===== src/inc/tocpa_pkg.sv =====
// Package for the timer output-compare action and pulse accumulator block.
// Assumes a classic Wishbone slave with 32-bit data and byte addresses.
// How it works
// RULE1: Eight compare channels, each with a mode bit and a level bit.
// RULE2: On compare: 00 nothing, 01 toggle, 10 clear, 11 set the channel output.
// RULE3: Mode or level bit set makes the channel pin an output of its compare line.
// RULE4: Software clears the channel-7 mask bit so mode and level bits steer the pin; the code only reads the channel-7 mask register back on the bus.
// RULE5: Compare logic drives a pin only while its disconnect bit is clear.
// RULE6: Accumulator enable starts the 16-bit accumulator, independent of timer enable.
// RULE7: The accumulator input is the channel 7 pin.
// RULE8: Mode bit: 0 event count, 1 gated time; mode and edge act only when enabled.
// RULE9: Event mode counts falling edges with edge 0, rising edges with edge 1.
// RULE10: Gated, edge 0: count bus clock over 64 while high; falling edge sets input flag.
// RULE11: Gated, edge 1: count bus clock over 64 while low; rising edge sets input flag.
// RULE12: Overflow flag with overflow interrupt enable raises an interrupt; the code also needs mask bit 1 set.
// RULE13: Input flag with input interrupt enable raises an interrupt; the code also needs mask bit 0 set.
// RULE14: Timer prescaler divides bus clock by 1 to 128 per three-bit select.
// RULE15: Wrap from maximum to zero sets overflow flag; each counted edge sets input flag.
// RULE16: Two clock-select bits pick the timer clock; zero selects the prescaled clock.
package tocpa_pkg;
    localparam logic [7:0]  ADDR_ACTION   = 8'h08;
    localparam logic [7:0]  ADDR_ACCCTRL  = 8'h20;
    localparam logic [7:0]  ADDR_ACCCOUNT = 8'h24;
    localparam logic [7:0]  ADDR_FLAGS    = 8'h28;
    localparam logic [7:0]  ADDR_MASK     = 8'h2c;
    localparam logic [7:0]  ADDR_DISCON   = 8'h30;
    localparam logic [7:0]  ADDR_CH7MASK  = 8'h34;
    localparam logic [7:0]  ADDR_PRESCALE = 8'h38;
    localparam logic [15:0] ACTION_RST    = 16'h0000;
    localparam logic [7:0]  ACCCTRL_RST   = 8'h00;
    localparam int          BIT_EN        = 6;
    localparam int          BIT_MODE      = 5;
    localparam int          BIT_EDGE      = 4;
    localparam int          BIT_CLK_LO    = 2;
    localparam int          BIT_OVI       = 1;
    localparam int          BIT_INI       = 0;
    localparam int          FLAG_OVF      = 1;
    localparam int          FLAG_INF      = 0;
    localparam int          GATE_DIV      = 64;
    typedef enum {ACT_NONE, ACT_TOGGLE, ACT_CLEAR, ACT_SET} tocpa_act_t;
endpackage : tocpa_pkg


===== src/inc/tocpa_acc_if.sv =====
// Interface between the register front end and the accumulator core.
// Assumes both ends share one clock.
`timescale 1ns/1ps
interface tocpa_acc_if;
    logic        enable;
    logic        mode;
    logic        edge_sel;
    logic        load;
    logic [15:0] load_val;
    logic [15:0] count;
    logic        ovf_evt;
    logic        in_evt;
    logic        gate_tick;
    modport core (input enable, mode, edge_sel, load, load_val, output count, ovf_evt, in_evt, gate_tick);
    modport ctrl (output enable, mode, edge_sel, load, load_val, input count, ovf_evt, in_evt, gate_tick);
endinterface : tocpa_acc_if


===== src/rtl/tocpa_accum.sv =====
// Pulse accumulator core fed from the channel 7 pin.
// Assumes the pin input is synchronous to clk_i.
`timescale 1ns/1ps
module tocpa_accum
    import tocpa_pkg::*;
#(
    parameter int WIDTH = 16
)(
    // Clock and reset
    input  wire logic  clk_i,
    input  wire logic  rst_i,
    // Pin
    input  wire logic  pin_i,
    // Control and results
    tocpa_acc_if.core  acc
);
    import tocpa_pkg::*;
    logic [5:0]       div_q;
    logic             pin_q;
    logic [WIDTH-1:0] count_q;
    logic             rise;
    logic             fall;
    logic             tick;
    logic             inc;

    assign rise = pin_i & ~pin_q;
    assign fall = ~pin_i & pin_q;
    assign tick = (div_q == 6'(GATE_DIV - 1));

    always_comb
    begin
        inc = 1'b0;
        if (acc.enable) // [RULE6] [RULE8]
        begin
            if (!acc.mode)
                inc = acc.edge_sel ? rise : fall; // [RULE9]
            else
                inc = tick & (acc.edge_sel ? ~pin_i : pin_i); // [RULE10] [RULE11]
        end
    end

    always_ff @(posedge clk_i)
    begin
        if (rst_i)
            div_q <= 6'h00;
        else
            div_q <= div_q + 6'h01;
    end

    always_ff @(posedge clk_i)
    begin
        if (rst_i)
            pin_q <= 1'b0;
        else
            pin_q <= pin_i; // [RULE7]
    end

    always_ff @(posedge clk_i)
    begin
        if (rst_i)
            count_q <= '0;
        else if (acc.load)
            count_q <= acc.load_val[WIDTH-1:0];
        else if (inc)
            count_q <= count_q + 1'b1;
    end

    assign acc.count     = count_q;
    assign acc.gate_tick = tick;
    assign acc.ovf_evt   = inc & ~acc.load & (&count_q); // [RULE15]
    assign acc.in_evt    = acc.enable & (acc.mode ? (acc.edge_sel ? rise : fall)
                                                  : (acc.edge_sel ? rise : fall)); // [RULE10] [RULE11] [RULE15]
endmodule : tocpa_accum


===== src/rtl/tocpa_top.sv =====
// Top of the output-compare action and pulse accumulator block.
// Assumes classic Wishbone master; compare events arrive as one-cycle pulses.
//
// Our own choice: the Wishbone slave port.
`timescale 1ns/1ps
module tocpa_top
    import tocpa_pkg::*;
#(
    parameter int CHANNELS = 8
)(
    // Clock and reset
    input  wire logic                clk_i,
    input  wire logic                rst_i,
    // Wishbone slave
    input  wire logic                wb_cyc_i,
    input  wire logic                wb_stb_i,
    input  wire logic                wb_we_i,
    input  wire logic [7:0]          wb_adr_i,
    input  wire logic [3:0]          wb_sel_i,
    input  wire logic [31:0]         wb_dat_i,
    output logic      [31:0]         wb_dat_o,
    output logic                     wb_ack_o,
    // Compare events and timer pins
    input  wire logic [CHANNELS-1:0] compare_match_i,
    input  wire logic                channel7_pin_i,
    output logic      [CHANNELS-1:0] compare_channel_output_o,
    output logic      [CHANNELS-1:0] pin_oe_o,
    // Timer clocking
    input  wire logic                timer_global_enable_i,
    output logic                     timer_tick_o,
    // Interrupt
    output logic                     irq_o
);
    import tocpa_pkg::*;

    logic [15:0]         action_q;
    logic [7:0]          accctrl_q;
    logic [1:0]          flags_q;
    logic [1:0]          mask_q;
    logic [CHANNELS-1:0] discon_q;
    logic [CHANNELS-1:0] ch7mask_q;
    logic [2:0]          prescale_select_q;
    logic [6:0]          pre_cnt_q;
    logic [CHANNELS-1:0] oc_q;
    logic [31:0]         rdata_q;
    logic                ack_q;
    logic                acc_tick_q;
    logic                req;
    logic                wr;
    logic                pre_tick;
    logic [1:0]          clk_sel;
    logic [1:0]          flag_clr;

    tocpa_acc_if acc ();

    tocpa_accum #(.WIDTH(16)) u_accum (
        .clk_i (clk_i),
        .rst_i (rst_i),
        .pin_i (channel7_pin_i),
        .acc   (acc)
    );

    // Two-bit field per channel; the 16-bit action register holds fields for eight channels only
    function automatic tocpa_act_t decode_act(input logic mode_bit, input logic level_bit);
        case ({mode_bit, level_bit})
            2'b00:   decode_act = ACT_NONE;
            2'b01:   decode_act = ACT_TOGGLE;
            2'b10:   decode_act = ACT_CLEAR;
            default: decode_act = ACT_SET;
        endcase
    endfunction : decode_act

    assign req = wb_cyc_i & wb_stb_i & ~ack_q;
    assign wr  = req & wb_we_i;

    assign acc.enable   = accctrl_q[BIT_EN];
    assign acc.mode     = accctrl_q[BIT_MODE];
    assign acc.edge_sel = accctrl_q[BIT_EDGE];
    assign acc.load     = wr && (wb_adr_i == ADDR_ACCCOUNT) && (wb_sel_i[1:0] == 2'b11);
    assign acc.load_val = wb_dat_i[15:0];

    // Control registers
    always_ff @(posedge clk_i)
    begin
        if (rst_i)
        begin
            action_q          <= ACTION_RST;
            accctrl_q         <= ACCCTRL_RST;
            mask_q            <= 2'b00;
            discon_q          <= '0;
            ch7mask_q         <= '0;
            prescale_select_q <= 3'h0;
        end
        else if (wr)
        begin
            if (wb_adr_i == ADDR_ACTION)
            begin
                if (wb_sel_i[0])
                    action_q[7:0] <= wb_dat_i[7:0];
                if (wb_sel_i[1])
                    action_q[15:8] <= wb_dat_i[15:8];
            end
            else if (wb_adr_i == ADDR_ACCCTRL && wb_sel_i[0])
                accctrl_q <= {1'b0, wb_dat_i[6:0]};
            else if (wb_adr_i == ADDR_MASK && wb_sel_i[0])
                mask_q <= wb_dat_i[1:0];
            else if (wb_adr_i == ADDR_DISCON && wb_sel_i[0])
                discon_q <= wb_dat_i[CHANNELS-1:0];
            else if (wb_adr_i == ADDR_CH7MASK && wb_sel_i[0])
                ch7mask_q <= wb_dat_i[CHANNELS-1:0];
            else if (wb_adr_i == ADDR_PRESCALE && wb_sel_i[0])
                prescale_select_q <= wb_dat_i[2:0];
        end
    end

    // Sticky flags: hardware set wins over write-one clear
    assign flag_clr = (wr && wb_adr_i == ADDR_FLAGS && wb_sel_i[0]) ? wb_dat_i[1:0] : 2'b00;

    always_ff @(posedge clk_i)
    begin
        if (rst_i)
            flags_q <= 2'b00;
        else
        begin
            flags_q[FLAG_OVF] <= acc.ovf_evt | (flags_q[FLAG_OVF] & ~flag_clr[FLAG_OVF]); // [RULE15]
            flags_q[FLAG_INF] <= acc.in_evt  | (flags_q[FLAG_INF] & ~flag_clr[FLAG_INF]); // [RULE10] [RULE11]
        end
    end

    // Interrupt enables live in the accumulator control bits, each also gated by its mask register bit
    assign irq_o = (flags_q[FLAG_OVF] & accctrl_q[BIT_OVI] & mask_q[FLAG_OVF])   // [RULE12]
                 | (flags_q[FLAG_INF] & accctrl_q[BIT_INI] & mask_q[FLAG_INF]);  // [RULE13]

    // Compare output actions per channel
    genvar g;
    generate
        for (g = 0; g < CHANNELS; g++)
        begin : g_ch
            always_ff @(posedge clk_i)
            begin
                if (rst_i)
                    oc_q[g] <= 1'b0;
                else if (compare_match_i[g])
                begin
                    case (decode_act(action_q[2*g+1], action_q[2*g])) // [RULE1] [RULE2]
                        ACT_TOGGLE: oc_q[g] <= ~oc_q[g];
                        ACT_CLEAR:  oc_q[g] <= 1'b0;
                        ACT_SET:    oc_q[g] <= 1'b1;
                        default:    oc_q[g] <= oc_q[g];
                    endcase
                end
            end
            // Channel-7 mask ownership left to software
            assign pin_oe_o[g] = (action_q[2*g+1] | action_q[2*g]) & ~discon_q[g]; // [RULE3] [RULE5] [RULE4]
        end
    endgenerate

    assign compare_channel_output_o = oc_q;

    // Prescaler
    always_ff @(posedge clk_i)
    begin
        if (rst_i)
            pre_cnt_q <= 7'h00;
        else if (timer_global_enable_i)
            pre_cnt_q <= pre_cnt_q + 7'h01;
    end

    always_comb
    begin
        pre_tick = 1'b0;
        if (timer_global_enable_i)
        begin
            case (prescale_select_q) // [RULE14]
                3'h0:    pre_tick = 1'b1;
                3'h1:    pre_tick = &pre_cnt_q[0:0];
                3'h2:    pre_tick = &pre_cnt_q[1:0];
                3'h3:    pre_tick = &pre_cnt_q[2:0];
                3'h4:    pre_tick = &pre_cnt_q[3:0];
                3'h5:    pre_tick = &pre_cnt_q[4:0];
                3'h6:    pre_tick = &pre_cnt_q[5:0];
                default: pre_tick = &pre_cnt_q[6:0];
            endcase
        end
    end

    // Timer clock selection
    assign clk_sel = accctrl_q[BIT_CLK_LO+1:BIT_CLK_LO];

    always_ff @(posedge clk_i)
    begin
        if (rst_i)
            acc_tick_q <= 1'b0;
        else
        begin
            case (clk_sel) // [RULE16]
                2'b00:   acc_tick_q <= pre_tick;
                2'b01:   acc_tick_q <= acc.gate_tick & timer_global_enable_i;
                2'b10:   acc_tick_q <= acc.ovf_evt & timer_global_enable_i;
                default: acc_tick_q <= acc.in_evt & timer_global_enable_i;
            endcase
        end
    end

    assign timer_tick_o = acc_tick_q;

    // Read data and acknowledge
    always_ff @(posedge clk_i)
    begin
        if (rst_i)
            rdata_q <= 32'h0000_0000;
        else if (req)
        begin
            if (wb_adr_i == ADDR_ACTION)
                rdata_q <= {16'h0000, action_q};
            else if (wb_adr_i == ADDR_ACCCTRL)
                rdata_q <= {24'h000000, accctrl_q};
            else if (wb_adr_i == ADDR_ACCCOUNT)
                rdata_q <= {16'h0000, acc.count};
            else if (wb_adr_i == ADDR_FLAGS)
                rdata_q <= {30'h0, flags_q};
            else if (wb_adr_i == ADDR_MASK)
                rdata_q <= {30'h0, mask_q};
            else if (wb_adr_i == ADDR_DISCON)
                rdata_q <= {{(32-CHANNELS){1'b0}}, discon_q};
            else if (wb_adr_i == ADDR_CH7MASK)
                rdata_q <= {{(32-CHANNELS){1'b0}}, ch7mask_q};
            else if (wb_adr_i == ADDR_PRESCALE)
                rdata_q <= {29'h0, prescale_select_q};
            else
                rdata_q <= 32'h0000_0000;
        end
    end

    always_ff @(posedge clk_i)
    begin
        if (rst_i)
            ack_q <= 1'b0;
        else
            ack_q <= req;
    end

    assign wb_ack_o = ack_q;
    assign wb_dat_o = rdata_q;
endmodule : tocpa_top


===== config.mk =====
export PLATFORM = sky130hd
export DESIGN_NAME = tocpa_top
export DESIGN_NICKNAME = d
export VERILOG_FILES = /design/src/inc/tocpa_pkg.sv /design/src/inc/tocpa_acc_if.sv /design/src/rtl/tocpa_accum.sv /design/src/rtl/tocpa_top.sv
export SDC_FILE = /design/constraint.sdc
export NUM_CORES = 1
export LEC_CHECK = 0
export BUFFER_PORTS_ARGS = -buffer_cell sky130_fd_sc_hd__buf_4
export CORE_MARGIN = 5
export CORE_UTILIZATION = 55
export DETAILED_ROUTE_END_ITERATION = 12
export GPL_TIMING_DRIVEN = 0
export PLACE_DENSITY_LB_ADDON = 0.1
export REMOVE_ABC_BUFFERS = 1
export SYNTH_ARGS = -nofsm -noshare
export SYNTH_HDL_FRONTEND = slang
export SYNTH_SLANG_ARGS = --single-unit
export TNS_END_PERCENT = 30

===== constraint.sdc =====
create_clock -name clk_i -period 2.38 [get_ports clk_i]
set_input_delay 0.119 -clock clk_i [delete_from_list [all_inputs] [get_ports clk_i]]
set_output_delay 0.119 -clock clk_i [all_outputs]
set_load 0.03 [all_outputs]

==> metrics.md <==
| Metric | Value |
|---|---|
| Design internal power | `around 2500 uW` |
| DR pass1 iterations | `5` |
| CP Data Required Time | `approximately 2.6 ns` |
| Total gr overflow | `0` |
| Synth top area cells | `dfxtp_1 39%, mux2i_1 9.9%, nor2_1 8.4%` |
| Crit-path slowest cell | `and3b_2` |
| Syn_area_per_cell | `between 9 and 10 um^2` |
| Top FF cell, synth | `dfxtp_1` |
| Die Wd | `about 110 um` |
| Combinational Power Share | `under 10%` |
| Yosys warnings | `0` |
| Layout area overhead | `16.2%` |
| Switching pwr | `822 uW` |
| Asr flop ratio synth | `0%` |
| # Max-Cap Violations | `0` |
| CTS Buffer Depth | `2` |
| Crit path launch type | `register` |
| Final Hold Fails | `0` |
| Highest-count cells in the layout ignoring fill and taps | `116 x nor2_1, 102 x dfxtp_1, 75 x buf_4` |
| Status | `finished clean` |
| TritonCTS Buffers | `9` |
| Routability cong. | `just over 0.9` |
| Final ANT Viol Nets | `0` |
| Clock power frac | `about 38%` |
| GRT Util Overall | `roughly a quarter` |
| CP max stage delay | `0.51 ns` |
| Clk sinks | `102` |
| Pins Over Slew Limit | `0` |
| Fin crit share | `between 90% and 100%` |
| Register bit total from synthesis | `around 100` |
| Clock Latency Late Sink | `approximately 0.37 ns` |
| Fin area | `approximately 0.0060 mm^2` |
| Gate count of the mapped netlist | `approximately 570` |
| Yosys top cell area share | `about 39%` |
| Layout cells sized above 1 | `20.6%` |
| Worst-path cell chain | `and3b_2 -> and3_1 -> nand3_4 -> o2111ai_1 -> a21oi_1` |
| Count of input and output buffers | `75` |
| LEAKAGE | `0.00222 uW` |
| CTS tree | `built` |
| Peak fanout along the critical path | `32` |
| Final Routed Wirelength | `about 13 mm` |
| Worst vdd ir | `0.000357 V` |
| Final setup vio count | `0` |
| Power share of the sequential group | `a little over half` |
| Post-synth cell types | `between 60 and 70` |
| Unrepaired setup endpoints after global routing | `false` |
| Worst setup path class | `register to register` |
| Sw Share | `25.0%` |
| Worst-path clk slew | `around 0.1 ns` |
| Final worst path period need | `2.26 ns` |
| IO Count | `110` |
| Register area share after synthesis | `a little under 40%` |
| Die Area | `about 0.011 mm^2` |
| Worst hold-check path type | `input pin to register` |
| Total design power | `3290 uW` |
| Synth area leader | `dfxtp_1` |
| DR vias | `between 4000 and 5000` |
| Tightest Pin Transition | `about 1.3 ns` |
| Number of remaining DRC errors | `0` |
| Root Buffer | `clkbuf_8` |
| EDFF count, synth | `0` |
| Ant diodes | `0` |
| CORE AREA | `0.00920 mm^2` |
| Dpl ws | `-0.770 ns` |
| Setup ws final | `~0.12 ns` |
| Initial antenna violation count | `0` |
| Vias in the first global route | `approximately 4200` |
| CP endpoint kind | `register` |
| Pwr/cell area | `547 mW/mm^2` |
| Final cell utilization of the core | `roughly 65%` |
| Maximum clock rate | `around 440 MHz` |
| DP Area | `roughly 0.0057 mm^2` |
| First-pass GRT wire length | `21.3 mm` |
| Post-Syn Area | `0.00517 mm^2` |
| Max transition margin | `a little over a tenth` |
| Dpl hpwl | `a little over 9 mm` |
| Largest net degree at the start of global routing | `100` |
| DR iter-0 viols | `between 300 and 400` |
| Commonest non-fill, non-tap cell in the layout | `nor2_1` |
| Chip height | `between 100 and 150 um` |
| WL per Instance | `17.5 um` |
| Starting Density | `~56%` |
| Final net count | `approximately 700` |
| Htree depth | `3` |
| Std cell rows | `35` |
| Fill count | `just under 800` |
| Vias/cell | `just under 6` |
| CP arrival | `about 2.5 ns` |
| Max Clock Skew | `0.0121 ns` |
power groups by stage:
stage	sequential (uW)	clock [uW]	combinational, uW
detailed placement	1780	0	302
global route	1740	1330	339
CTS	1740	1250	316
global placement	1780	0	298
finish	1740	1230	317
floorplan	1800	0	119
cells by family (layout without fill, tap and decap cells):
family | after synthesis | after routing | share of synthesized area [%]
simple gates | 213 | 213 | 21.7
mux | 59 | 59 | 11.6
compound gates | 114 | 114 | 16.8
fa+ha+maj | 5 | 5 | 1.21
other cells | 1 | 16 | 0.0725
flops | 102 | 102 | 39.5
xor+xnor | 23 | 23 | 3.89
buf+inv | 52 | 108 | 5.25
sequential cells by signal, indices dropped and copies added (netlist names), 3 cells and up:
| signal | count |
|---|---|
| wb_dat_o | 16 |
| u_accum.acc.count | 16 |
| u_accum.div_q | 6 |
| action_q | 16 |
| discon_q | 8 |
| ch7mask_q | 8 |
| pre_cnt_q | 7 |
| prescale_select_q | 3 |
| accctrl_q | 7 |
| compare_channel_output_o | 8 |
worst max-delay path: cells and delay by family (launching register included):
family | cells | cell delay (ns)
AND/OR/NAND/NOR | 3 | 1.28
AO/OA/AOI/OAI | 2 | 0.49
flip-flops | 1 | 0.33
path summary, 6_finish.rpt:
| check | from | to | slack (ns) | depth (start not counted) |
|---|---|---|---|---|
| setup / recovery | wb_ack_o | flags_q[1] | 0.12 | 5 |
| setup reg to reg | wb_ack_o | flags_q[1] | 0.12 | 5 |
| hold / removal | wb_dat_i[7] | action_q[7] | 0.04 | 3 |
| hold reg to reg | u_accum.div_q[0] | u_accum.div_q[0] | 0.44 | 1 |
Yosys cell counts (all sizes together), types with 8 or more instances:
master,instances
nand3,10
mux2i,51
o21ai,25
nor3,16
clkbuf,18
buf,26
nor2,119
inv,8
a21oi,14
nand2,18
a221oi,11
dfxtp,102
xor2,17
mux2,8
a22oi,12
a211oi,18
metrics by stage:
step	hold slack (ns)	std cells	TNS, ns
2_1_floorplan	0.184	540	0
3_3_place_gp	0.363	726	-11.30
3_5_place_dp	0.371	726	-12.46
4_1_cts	0.0236	751	0
5_1_grt	0.0374	751	0
6_report	0.0414	751	0
per-layer routing:
layer / track usage, % / part of all wire, %
met5: 0 / 0
met3: 4.82 / 7.3
met2: 37.6 / 46
met1: 31.7 / 45
met4: 6.30 / 1.3
cell type report:
cell class | instances | area (um^2) | share of cell area [%]
Timing Repair Buffer | 84 | 653 | 10.9
Clock buffer | 11 | 141 | 2.35
Inverter | 8 | 30.0 | 0.499
Multi-Input combinational cell | 430 | 2930 | 48.7
Tap cell | 111 | 139 | 2.31
Sequential cell | 102 | 2040 | 34.0
Clock inverter | 5 | 81.3 | 1.35
timing repair:
| action | in CTS | in global routing |
|---|---|---|
| hold buffers | 9 | 0 |
| buffers inserted | 0 | 0 |
| resized for setup | 3 | 0 |
| hold endpoints to repair | 9 | 0 |
| endpoints found under the setup margin | 34 | 0 |
Power figures use the tool's default switching activity.
